### src/rtc_core_defines.vh
// Constants for the real-time clock core: map, fields, reset values, timing
`ifndef RTC_CORE_DEFINES_VH
`define RTC_CORE_DEFINES_VH
// Byte addresses of the clock bytes and the control/status registers
`define ADDR_SEC 7'h00
`define ADDR_SEC_ALM 7'h01
`define ADDR_MIN 7'h02
`define ADDR_MIN_ALM 7'h03
`define ADDR_HR 7'h04
`define ADDR_HR_ALM 7'h05
`define ADDR_DOW 7'h06
`define ADDR_DATE 7'h07
`define ADDR_MON 7'h08
`define ADDR_YEAR 7'h09
`define ADDR_REG_A 7'h0a
`define ADDR_REG_B 7'h0b
`define ADDR_REG_C 7'h0c
`define ADDR_REG_D 7'h0d
// Register A fields
`define A_UPDATE_PENDING 7
`define A_DIV_HI 6
`define A_DIV_LO 4
`define A_RATE_HI 3
`define A_RATE_LO 0
// Register B fields
`define B_TRANSFER_FREEZE 7
`define B_PERIODIC_EN 6
`define B_ALARM_EN 5
`define B_UPDATE_EN 4
`define B_SQUARE_WAVE_EN 3
`define B_NUMBER_FORMAT 2
`define B_HOUR_FORMAT 1
// Register C fields
`define C_IRQ_REQUEST 7
`define C_PERIODIC_FLAG 6
`define C_ALARM_FLAG 5
`define C_UPDATE_DONE 4
`define C_FAST_CLOCK_EN 0
// Reset values
`define REG_A_RESET 7'h00
`define REG_B_RESET 8'h00
// Divider control codes
`define DIV_RUN 3'h2
`define DIV_RUN_C_WR 3'h3
`define DIV_HOLD_HI 2'h3
// Oscillator and update timing
`define OSC_HZ 32768
`define PRE_UPDATE_WINDOW_US 244
`define PRE_UPDATE_TICKS ((`PRE_UPDATE_WINDOW_US * `OSC_HZ + 999999) / 1000000)
`define DIV_TOP 15'h7fff
`endif

### src/rtc_host_port_update_core.v
// Real-time clock core: host port, update cycle, divider, square wave, interrupt
//
// Behaviour
// - Address phase, then bidirectional data phase
// - Address strobe falling edge captures address
// - Address capture ignores chip select
// - Style input picks strobe style, default low
// - Separate style: read strobe fall enables outputs
// - Separate style: write strobe rise captures data
// - Strobe style: drive read data after rise
// - Strobe style: data strobe fall captures write
// - Strobe style: direction level selects read/write
// - Interrupt pulls low on enabled set flag; update flag only while not frozen
// - Reading register C releases interrupt
// - Reset releases interrupt, blocks access, clears control
// - Square wave low unless enabled, selected tap
// - Raw oscillator out on 011 plus enables
// - RAM enable follows input when power valid
// - Fourteen register bytes, 114 storage bytes
// - Update cycle each second advances calendar
// - Freeze holds user copy, internal advances
// - Pending bit leads update, done flag ends
// - Host sets time under freeze, then releases
// - Divider to 1 Hz, taps into rate mux
// - Rate code maps to tap period
// - Register C read clears all flags
// - Divider control runs, holds or stops oscillator
`timescale 1ns/1ns
`include "rtc_core_defines.vh"
module rtc_host_port_update_core (
  input wire clk,
  input wire arst_n,
  input wire osc_clk_in,
  input wire power_valid,
  input wire bus_style_select,
  input wire chip_select_n,
  input wire address_strobe,
  input wire data_strobe,
  input wire read_write,
  input wire [7:0] mux_bus_lines_in,
  output reg [7:0] mux_bus_lines_out,
  output reg mux_bus_lines_oe,
  output wire irq_n_out,
  output wire irq_n_oe,
  output reg square_wave_out,
  input wire ram_enable_in_n,
  output wire ram_enable_out_n
);
  localparam ST_IDLE = 2'h0;
  localparam ST_PEND = 2'h1;
  localparam ST_UPD = 2'h2;
  localparam ST_XFER = 2'h3;

  reg rst_s1_r, rst_n_s_r;
  reg as_d_r, ds_d_r, rw_d_r, osc_d_r, tap_d_r;
  reg [6:0] addr_r;
  reg [7:0] ram [0:127];
  reg [6:0] a_r;
  reg [7:0] b_r;
  reg pf_r, af_r, uf_r, fast_en_r, freeze_d_r;
  reg [14:0] cnt_r;
  reg [1:0] st_r;
  reg [7:0] l_sec_r, l_min_r, l_hr_r, l_dow_r, l_date_r, l_mon_r, l_yr_r;
  reg [7:0] rd_mux;
  reg [7:0] adv_sec, adv_min, adv_hr, adv_dow, adv_date, adv_mon, adv_yr;
  reg [7:0] s, m, h, w, d, mo, y, hb;
  reg cy, pm;

  wire [31:0] pre_ticks = `PRE_UPDATE_TICKS;
  wire [14:0] uip_point = `DIV_TOP - pre_ticks[14:0] + 15'h0001;
  wire [2:0] div_ctl = a_r[`A_DIV_HI:`A_DIV_LO];
  wire [3:0] rate_sel = a_r[`A_RATE_HI:`A_RATE_LO];
  wire div_run = (div_ctl == `DIV_RUN) || (div_ctl == `DIV_RUN_C_WR);
  wire div_hold = (div_ctl[2:1] == `DIV_HOLD_HI);
  wire osc_on = div_run | div_hold;
  wire tick = osc_clk_in & ~osc_d_r;
  wire freeze = b_r[`B_TRANSFER_FREEZE];
  wire num_bin = b_r[`B_NUMBER_FORMAT];
  wire h24 = b_r[`B_HOUR_FORMAT];
  wire update_pending = (st_r != ST_IDLE);

  // Bus strobe decode for both styles
  wire as_fall = as_d_r & ~address_strobe;
  wire ds_fall = ds_d_r & ~data_strobe;
  wire ds_rise = ~ds_d_r & data_strobe;
  wire rw_rise = ~rw_d_r & read_write;
  wire cs_on = ~chip_select_n;
  wire rd_start = cs_on & (bus_style_select ? (ds_rise & read_write) : ds_fall);
  wire rd_hold = cs_on & (bus_style_select ? (data_strobe & read_write) : ~data_strobe);
  wire wr_go = cs_on & (bus_style_select ? (ds_fall & ~read_write) : rw_rise);
  wire ctl_addr = (addr_r >= `ADDR_REG_A) && (addr_r <= `ADDR_REG_D);
  wire wr_ram = wr_go & ~ctl_addr;
  wire rd_c = rd_start && (addr_r == `ADDR_REG_C);

  // Interrupt request and open-drain pin
  wire irq_req = (pf_r & b_r[`B_PERIODIC_EN]) | (af_r & b_r[`B_ALARM_EN]) |
                 (uf_r & b_r[`B_UPDATE_EN] & ~freeze);
  assign irq_n_out = 1'b0;
  assign irq_n_oe = irq_req & rst_n_s_r;

  // RAM chip enable forced inactive without valid power
  assign ram_enable_out_n = power_valid ? ram_enable_in_n : 1'b1;

  // BCD or binary to binary
  function [7:0] to_bin;
    input [7:0] v;
    input bin_mode;
    begin
      to_bin = bin_mode ? v : ({4'h0, v[7:4]} * 8'h0a + {4'h0, v[3:0]});
    end
  endfunction

  // Binary to the selected format
  function [7:0] from_bin;
    input [7:0] v;
    input bin_mode;
    reg [7:0] q;
    reg [7:0] r;
    begin
      q = v / 8'h0a;
      r = v - q * 8'h0a;
      from_bin = bin_mode ? v : {q[3:0], r[3:0]};
    end
  endfunction

  // Days in a month, binary month and year
  function [7:0] month_days;
    input [7:0] mon;
    input [7:0] yr;
    begin
      case (mon)
        8'h02: month_days = (yr[1:0] == 2'h0) ? 8'h1d : 8'h1c;
        8'h04, 8'h06, 8'h09, 8'h0b: month_days = 8'h1e;
        default: month_days = 8'h1f;
      endcase
    end
  endfunction

  // Divider bit for a rate code; codes 1 and 2 alias codes 8 and 9
  function [3:0] tap_index;
    input [3:0] rs;
    begin
      case (rs)
        4'h1: tap_index = 4'h6;
        4'h2: tap_index = 4'h7;
        default: tap_index = rs - 4'h2;
      endcase
    end
  endfunction

  wire rate_on = (rate_sel != 4'h0);
  wire tap = rate_on & cnt_r[tap_index(rate_sel)];

  // Reset release through two flip-flops
  always @(posedge clk or negedge arst_n) begin
    if (!arst_n) begin
      rst_s1_r <= 1'b0;
      rst_n_s_r <= 1'b0;
    end else begin
      rst_s1_r <= 1'b1;
      rst_n_s_r <= rst_s1_r;
    end
  end

  // Strobe history, address latch and read drive
  always @(posedge clk or negedge rst_n_s_r) begin
    if (!rst_n_s_r) begin
      as_d_r <= 1'b0;
      ds_d_r <= 1'b1;
      rw_d_r <= 1'b1;
      addr_r <= 7'h00;
      mux_bus_lines_out <= 8'h00;
      mux_bus_lines_oe <= 1'b0;
    end else begin
      as_d_r <= address_strobe;
      ds_d_r <= data_strobe;
      rw_d_r <= read_write;
      if (as_fall)
        addr_r <= mux_bus_lines_in[6:0];
      if (rd_start)
        mux_bus_lines_out <= rd_mux;
      mux_bus_lines_oe <= rd_start | (mux_bus_lines_oe & rd_hold);
    end
  end

  // Read data selection
  always @* begin
    case (addr_r)
      `ADDR_REG_A: rd_mux = {update_pending, a_r};
      `ADDR_REG_B: rd_mux = b_r;
      `ADDR_REG_C: rd_mux = {irq_req, pf_r, af_r, uf_r, 3'h0, fast_en_r};
      `ADDR_REG_D: rd_mux = {power_valid, 7'h00};
      default: rd_mux = ram[addr_r];
    endcase
  end

  // Control registers, flags; a set beats a clearing read
  always @(posedge clk or negedge rst_n_s_r) begin
    if (!rst_n_s_r) begin
      a_r <= `REG_A_RESET;
      b_r <= `REG_B_RESET;
      pf_r <= 1'b0;
      af_r <= 1'b0;
      uf_r <= 1'b0;
      fast_en_r <= 1'b0;
      tap_d_r <= 1'b0;
    end else begin
      tap_d_r <= tap;
      if (wr_go && addr_r == `ADDR_REG_A)
        a_r <= mux_bus_lines_in[6:0];
      if (wr_go && addr_r == `ADDR_REG_B)
        b_r <= mux_bus_lines_in;
      if (wr_go && addr_r == `ADDR_REG_C && div_ctl == `DIV_RUN_C_WR)
        fast_en_r <= mux_bus_lines_in[`C_FAST_CLOCK_EN];
      if (rd_c) begin
        pf_r <= 1'b0;
        af_r <= 1'b0;
        uf_r <= 1'b0;
      end
      if (tap_d_r & ~tap)
        pf_r <= 1'b1;
      if (st_r == ST_XFER) begin
        uf_r <= 1'b1;
        if ((ram[`ADDR_SEC_ALM][7:6] == 2'h3 || ram[`ADDR_SEC_ALM] == l_sec_r) &&
            (ram[`ADDR_MIN_ALM][7:6] == 2'h3 || ram[`ADDR_MIN_ALM] == l_min_r) &&
            (ram[`ADDR_HR_ALM][7:6] == 2'h3 || ram[`ADDR_HR_ALM] == l_hr_r))
          af_r <= 1'b1;
      end
    end
  end

  // Oscillator divider and update sequence
  always @(posedge clk or negedge rst_n_s_r) begin
    if (!rst_n_s_r) begin
      osc_d_r <= 1'b0;
      cnt_r <= 15'h0000;
      st_r <= ST_IDLE;
    end else begin
      osc_d_r <= osc_clk_in;
      if (div_hold)
        cnt_r <= 15'h0000;
      else if (div_run && tick)
        cnt_r <= cnt_r + 15'h0001;
      case (st_r)
        ST_IDLE: begin
          if (div_run && cnt_r >= uip_point)
            st_r <= ST_PEND;
        end
        ST_PEND: begin
          if (!div_run)
            st_r <= ST_IDLE;
          else if (tick && cnt_r == `DIV_TOP)
            st_r <= ST_UPD;
        end
        ST_UPD: st_r <= ST_XFER;
        ST_XFER: st_r <= ST_IDLE;
        default: st_r <= ST_IDLE;
      endcase
    end
  end

  // Next calendar value, worked in binary
  always @* begin
    s = to_bin(l_sec_r, num_bin) + 8'h01;
    cy = (s >= 8'h3c);
    if (cy)
      s = 8'h00;
    m = to_bin(l_min_r, num_bin);
    if (cy) begin
      m = m + 8'h01;
      cy = (m >= 8'h3c);
      if (cy)
        m = 8'h00;
    end
    pm = l_hr_r[7] & ~h24;
    h = to_bin(h24 ? l_hr_r : {1'b0, l_hr_r[6:0]}, num_bin);
    if (cy) begin
      if (h24) begin
        h = h + 8'h01;
        cy = (h >= 8'h18);
        if (cy)
          h = 8'h00;
      end else begin
        cy = 1'b0;
        if (h == 8'h0c)
          h = 8'h01;
        else begin
          h = h + 8'h01;
          if (h == 8'h0c) begin
            cy = pm;
            pm = ~pm;
          end
        end
      end
    end
    w = to_bin(l_dow_r, num_bin);
    d = to_bin(l_date_r, num_bin);
    mo = to_bin(l_mon_r, num_bin);
    y = to_bin(l_yr_r, num_bin);
    if (cy) begin
      w = (w >= 8'h07) ? 8'h01 : w + 8'h01;
      if (d >= month_days(mo, y)) begin
        d = 8'h01;
        if (mo >= 8'h0c) begin
          mo = 8'h01;
          y = (y >= 8'h63) ? 8'h00 : y + 8'h01;
        end else
          mo = mo + 8'h01;
      end else
        d = d + 8'h01;
    end
    hb = from_bin(h, num_bin);
    adv_sec = from_bin(s, num_bin);
    adv_min = from_bin(m, num_bin);
    adv_hr = h24 ? hb : {pm, hb[6:0]};
    adv_dow = from_bin(w, num_bin);
    adv_date = from_bin(d, num_bin);
    adv_mon = from_bin(mo, num_bin);
    adv_yr = from_bin(y, num_bin);
  end

  // Internal time copy: loads host values when freeze drops, else advances
  always @(posedge clk or negedge rst_n_s_r) begin
    if (!rst_n_s_r) begin
      freeze_d_r <= 1'b0;
      l_sec_r <= 8'h00;
      l_min_r <= 8'h00;
      l_hr_r <= 8'h00;
      l_dow_r <= 8'h01;
      l_date_r <= 8'h01;
      l_mon_r <= 8'h01;
      l_yr_r <= 8'h00;
    end else begin
      freeze_d_r <= freeze;
      if (freeze_d_r && !freeze) begin
        l_sec_r <= ram[`ADDR_SEC];
        l_min_r <= ram[`ADDR_MIN];
        l_hr_r <= ram[`ADDR_HR];
        l_dow_r <= ram[`ADDR_DOW];
        l_date_r <= ram[`ADDR_DATE];
        l_mon_r <= ram[`ADDR_MON];
        l_yr_r <= ram[`ADDR_YEAR];
      end else if (st_r == ST_UPD) begin
        l_sec_r <= adv_sec;
        l_min_r <= adv_min;
        l_hr_r <= adv_hr;
        l_dow_r <= adv_dow;
        l_date_r <= adv_date;
        l_mon_r <= adv_mon;
        l_yr_r <= adv_yr;
      end
    end
  end

  // User copy and storage; a host write placed last wins over the transfer
  always @(posedge clk) begin
    if (st_r == ST_XFER && !freeze) begin
      ram[`ADDR_SEC] <= l_sec_r;
      ram[`ADDR_MIN] <= l_min_r;
      ram[`ADDR_HR] <= l_hr_r;
      ram[`ADDR_DOW] <= l_dow_r;
      ram[`ADDR_DATE] <= l_date_r;
      ram[`ADDR_MON] <= l_mon_r;
      ram[`ADDR_YEAR] <= l_yr_r;
    end
    if (rst_n_s_r && wr_ram)
      ram[addr_r] <= mux_bus_lines_in;
  end

  // Square-wave pin: low when disabled, raw oscillator or rate tap
  always @(posedge clk or negedge rst_n_s_r) begin
    if (!rst_n_s_r)
      square_wave_out <= 1'b0;
    else if (!b_r[`B_SQUARE_WAVE_EN])
      square_wave_out <= 1'b0;
    else if (div_ctl == `DIV_RUN_C_WR && fast_en_r)
      square_wave_out <= osc_clk_in & osc_on;
    else
      square_wave_out <= tap;
  end
endmodule

### config.mk
export PLATFORM = sky130hd
export DESIGN_NAME = rtc_host_port_update_core
export DESIGN_NICKNAME = d
export VERILOG_FILES = /design/src/rtc_host_port_update_core.v
export VERILOG_INCLUDE_DIRS = /design/src
export SDC_FILE = /design/constraint.sdc
export NUM_CORES = 2
export LEC_CHECK = 0
export ABC_AREA = 1
export BUFFER_PORTS_ARGS = -buffer_cell sky130_fd_sc_hd__buf_4
export CAP_MARGIN = 20
export CORE_UTILIZATION = 55
export CTS_BUF_LIST = sky130_fd_sc_hd__clkbuf_2
export CTS_CLUSTER_SIZE = 16
export DETAILED_ROUTE_END_ITERATION = 8
export PLACE_DENSITY = 0.71
export SYNTH_ARGS = -nofsm -noshare
export SYNTH_HDL_FRONTEND = slang
export SYNTH_SLANG_ARGS = --single-unit
### constraint.sdc
create_clock -name clk -period 8.3 [get_ports clk]
set_input_delay 2.075 -clock clk [delete_from_list [all_inputs] [get_ports clk]]
set_output_delay 2.075 -clock clk [all_outputs]
set_load 0.01 [all_outputs]
==> results.toml <==
[sta]
rsz0062_at_grt = "false"
final_max_slew_viol_count = 0
clock.fmax_ghz = 0.1361
skew_ps = 213.2
finalCriticalPeriod_ps = 7348
tightest_slew_ps = 1063
fin_crit_sh_pct = 88.53
setup_violations = 0
setup_tns_ps = 0
finalHoldViolations = 0
layout_setup_ws_ps = 952.1
maxSlewHeadroom_pct = 28.86
hold_ws_ps = 344.9

[placement]
numPortBuffers = 29
dp_hpwl_um = 86390
place_ws_ps = 935.3
place.gp.congestion = 0.8890
dp.cells = 5574

[pwr]
clkPwrFrac_pct = 20.6
p_per_area_nw_per_um2 = 316.7
netSwitchingPower_mw = 7.162
internal-power_mw = 10.44
vdd_drop_max_mv = 0.3080
seqPwrFrac_pct = 37.9
combPwrFrac_pct = 41.5
leakage_nw = 20.86
swShare_pct = 40.69

[worst_setup_path]
cp-end-kind = "register"
path_max_fanout = 18
crit_top_cell = "nand2_1"
worstSetupPathType = "register to register"
critPathRequiredTime_ps = 9590
worstSetupStartpointType = "register"
cpPeakStageDelay_ps = 610
critPathArrivalTime_ps = 8640
slowest_stage = "dfrtp_1"

[route]
drt_iter0_markers = 4366
via_per_inst = 6.076
vias = 36836
drc = 0
dr.pass1.iters = 8
wl_um = 141000
avgRoutedWirePerCell_um = 23.25
ant_nets = 0

[clocking]
post_cts_resized = 0
postCtsHoldBufs = 0
clock_latency_ps = 1580
cts_buffer_depth = 4
clkTransAtPathRegs_ps = 100
cts_tree = "built"
cts_buffers = 299
cts_setup_buffers = 0
clkSinkCount = 1141
h-tree-depth = 5
root_buffer = "clkbuf_2"

[grt]
grt_antenna_before_repair = 3
grt_first_pass_wirelength_um = 212000
grt_pass1_vias = 35335
grt_overflow = 0
grt_max_degree = 126
track_usage_pct = 29.87

[min_path]
hold_path.class = "register to register"

[finish]
instances_no_fill = 6063
drive_gt1_share_pct = 14.80
fin_nets = 4756
final_util_pct = 60.26
synthToLayoutAreaGrowth_pct = 7.966
seqCellArea_um2 = 33690
multi_input_area_um2 = 15800
fillCellCount = 7505

[floorplan]
chipWidth_um = 307.9
die-area_um2 = 94810
die_h_um = 307.9
ios = 31
rows = 111
initial_core_util_pct = 55.81
coreArea_um2 = 92220

[synth]
syn_avg_cell_area_um2 = 11.69
synth.yosys.seq_area_share_pct = 65.45
synth_top_area_share_pct = 59.74
syn_area_um2 = 51470
synthFlopType = "edfxtp_1"
ys_types = 74
async_flop_share_pct = 10.25
yosysTopAreaCell = "edfxtp_1"
yosys-top-cells-area = "edfxtp_1 (60%), nand2_1 (7.0%), dfrtp_1 (5.4%), a221oi_1 (2.4%), a22oi_1 (2.3%)"
synth_edf_count = 1024
synthCells = 4403
ys_ff_latch = 1141
ys.warnings.count = 0

[run]
maxCapViolCount = 0

[run_status]
status = "completed"
[per-layer routing]
layer | GRT usage [%] | wire, um | vias to the layer above
met3 | 6.246 | 14100 | 350
met2 | 47.59 | 66480 | 2056
met1 | 39.93 | 55220 | 17755
li1 | - | - | 16675
met4 | 12.60 | 5149 | 0
met5 | 0 | 0 | -
[registers in the layout (all words and copies together), names as in the netlist, 7 cells and up, named ones only]
| name | count |
|---|---|
| l_hr_r | 8 |
| b_r | 8 |
| l_dow_r | 8 |
| l_date_r | 8 |
| l_sec_r | 8 |
| l_min_r | 8 |
| cnt_r | 15 |
| l_mon_r | 8 |
| l_yr_r | 8 |
| ram | 1024 |
| addr_r | 7 |
| mux_bus_lines_out | 8 |
| a_r | 7 |
[cell families after synthesis]
logic type | Yosys count | share of synthesized area [%]
compound gates | 857 | 11.91
other cells | 2 | 0.01459
fa+ha+maj | 105 | 2.859
xor+xnor | 50 | 0.8509
simple gates | 1699 | 14.68
buf+inv | 548 | 4.223
flops | 1141 | 65.45
mux | 1 | 0.01945
[layout make-up]
cell class	instances	area share, %
Multi-Input combinational cell	2746	28.44
Inverter	358	2.423
Sequential cell	1141	60.63
Clock buffer	426	3.837
Tap cell	1243	2.799
Antenna cell	10	0.04503
Clock inverter	52	0.5291
Timing Repair Buffer	87	1.306
[cells in the final DEF (no fill, tap or decap), drive strengths merged, types with 23 or more instances in the layout]
| cell type | netlist | layout |
|---|---|---|
| conb | 2 | 34 |
| o21ai | 238 | 238 |
| a21oi | 70 | 70 |
| xnor2 | 25 | 25 |
| nor3 | 25 | 25 |
| buf | 53 | 87 |
| a22o | 112 | 112 |
| nor2 | 281 | 281 |
| nand3 | 197 | 197 |
| ha | 84 | 84 |
| clkinv | 7 | 52 |
| clkbuf | 137 | 426 |
| a221oi | 142 | 142 |
| edfxtp | 1024 | 1024 |
| nand2 | 1023 | 1023 |
| o211ai | 23 | 23 |
| inv | 351 | 354 |
| nand4 | 142 | 142 |
| xor2 | 25 | 25 |
| dfrtp | 112 | 112 |
| a22oi | 161 | 161 |
[power groups by stage]
stage / clock (mW) / sequential (mW) / combinational (mW)
floorplan: 0 / 6.71 / 5.53
global placement: 0 / 6.79 / 7.00
detailed placement: 0 / 6.79 / 7.22
CTS: 3.67 / 6.66 / 7.26
global route: 3.97 / 6.69 / 8.22
finish: 3.63 / 6.67 / 7.31
[cell usage after synthesis, drive strengths merged (10+ instances only)]
| cell | instances |
|---|---|
| nand3 | 197 |
| nand3b | 10 |
| o221ai | 18 |
| fa | 21 |
| nand2 | 1023 |
| a221oi | 142 |
| nor3 | 25 |
| nor2 | 281 |
| edfxtp | 1024 |
| a22oi | 161 |
| ha | 84 |
| a21oi | 70 |
| o2111ai | 17 |
| dfrtp | 112 |
| xor2 | 25 |
| clkbuf | 137 |
| or2 | 11 |
| nand4 | 142 |
| a22o | 112 |
| o211ai | 23 |
| xnor2 | 25 |
| o22ai | 21 |
| o21ai | 238 |
| buf | 53 |
| inv | 351 |
[worst paths after layout]
check / startpoint / endpoint / slack, ps / cells after the start
setup / recovery: b_r[1] / l_dow_r[3] / 950 / 50
hold / removal: rst_s1_r / rst_n_s_r / 340 / 0
setup reg to reg: b_r[1] / l_dow_r[3] / 950 / 50
hold reg to reg: rst_s1_r / rst_n_s_r / 340 / 0
max in group asynchronous: rst_n_s_r / l_min_r[4] / 6400 / 1
min in group asynchronous: arst_n / rst_n_s_r / 360 / 1
[worst max-delay path: cells and delay by family, from the launching register on]
family,cells,cell delay [ps]
simple gates,32,3260
fa+ha+maj,7,2020
buf+inv,8,820
flops,1,610
compound gates,2,250
xor+xnor,1,220
[stage by stage]
stage	power (mW)	area, um^2
after CTS	17.59	55530
final	17.60	55570
after global routing	18.88	55570
after floorplan	12.24	51590
after detailed placement	14.01	53110
after global placement	13.79	53110
(Power assumes the default switching activity.)
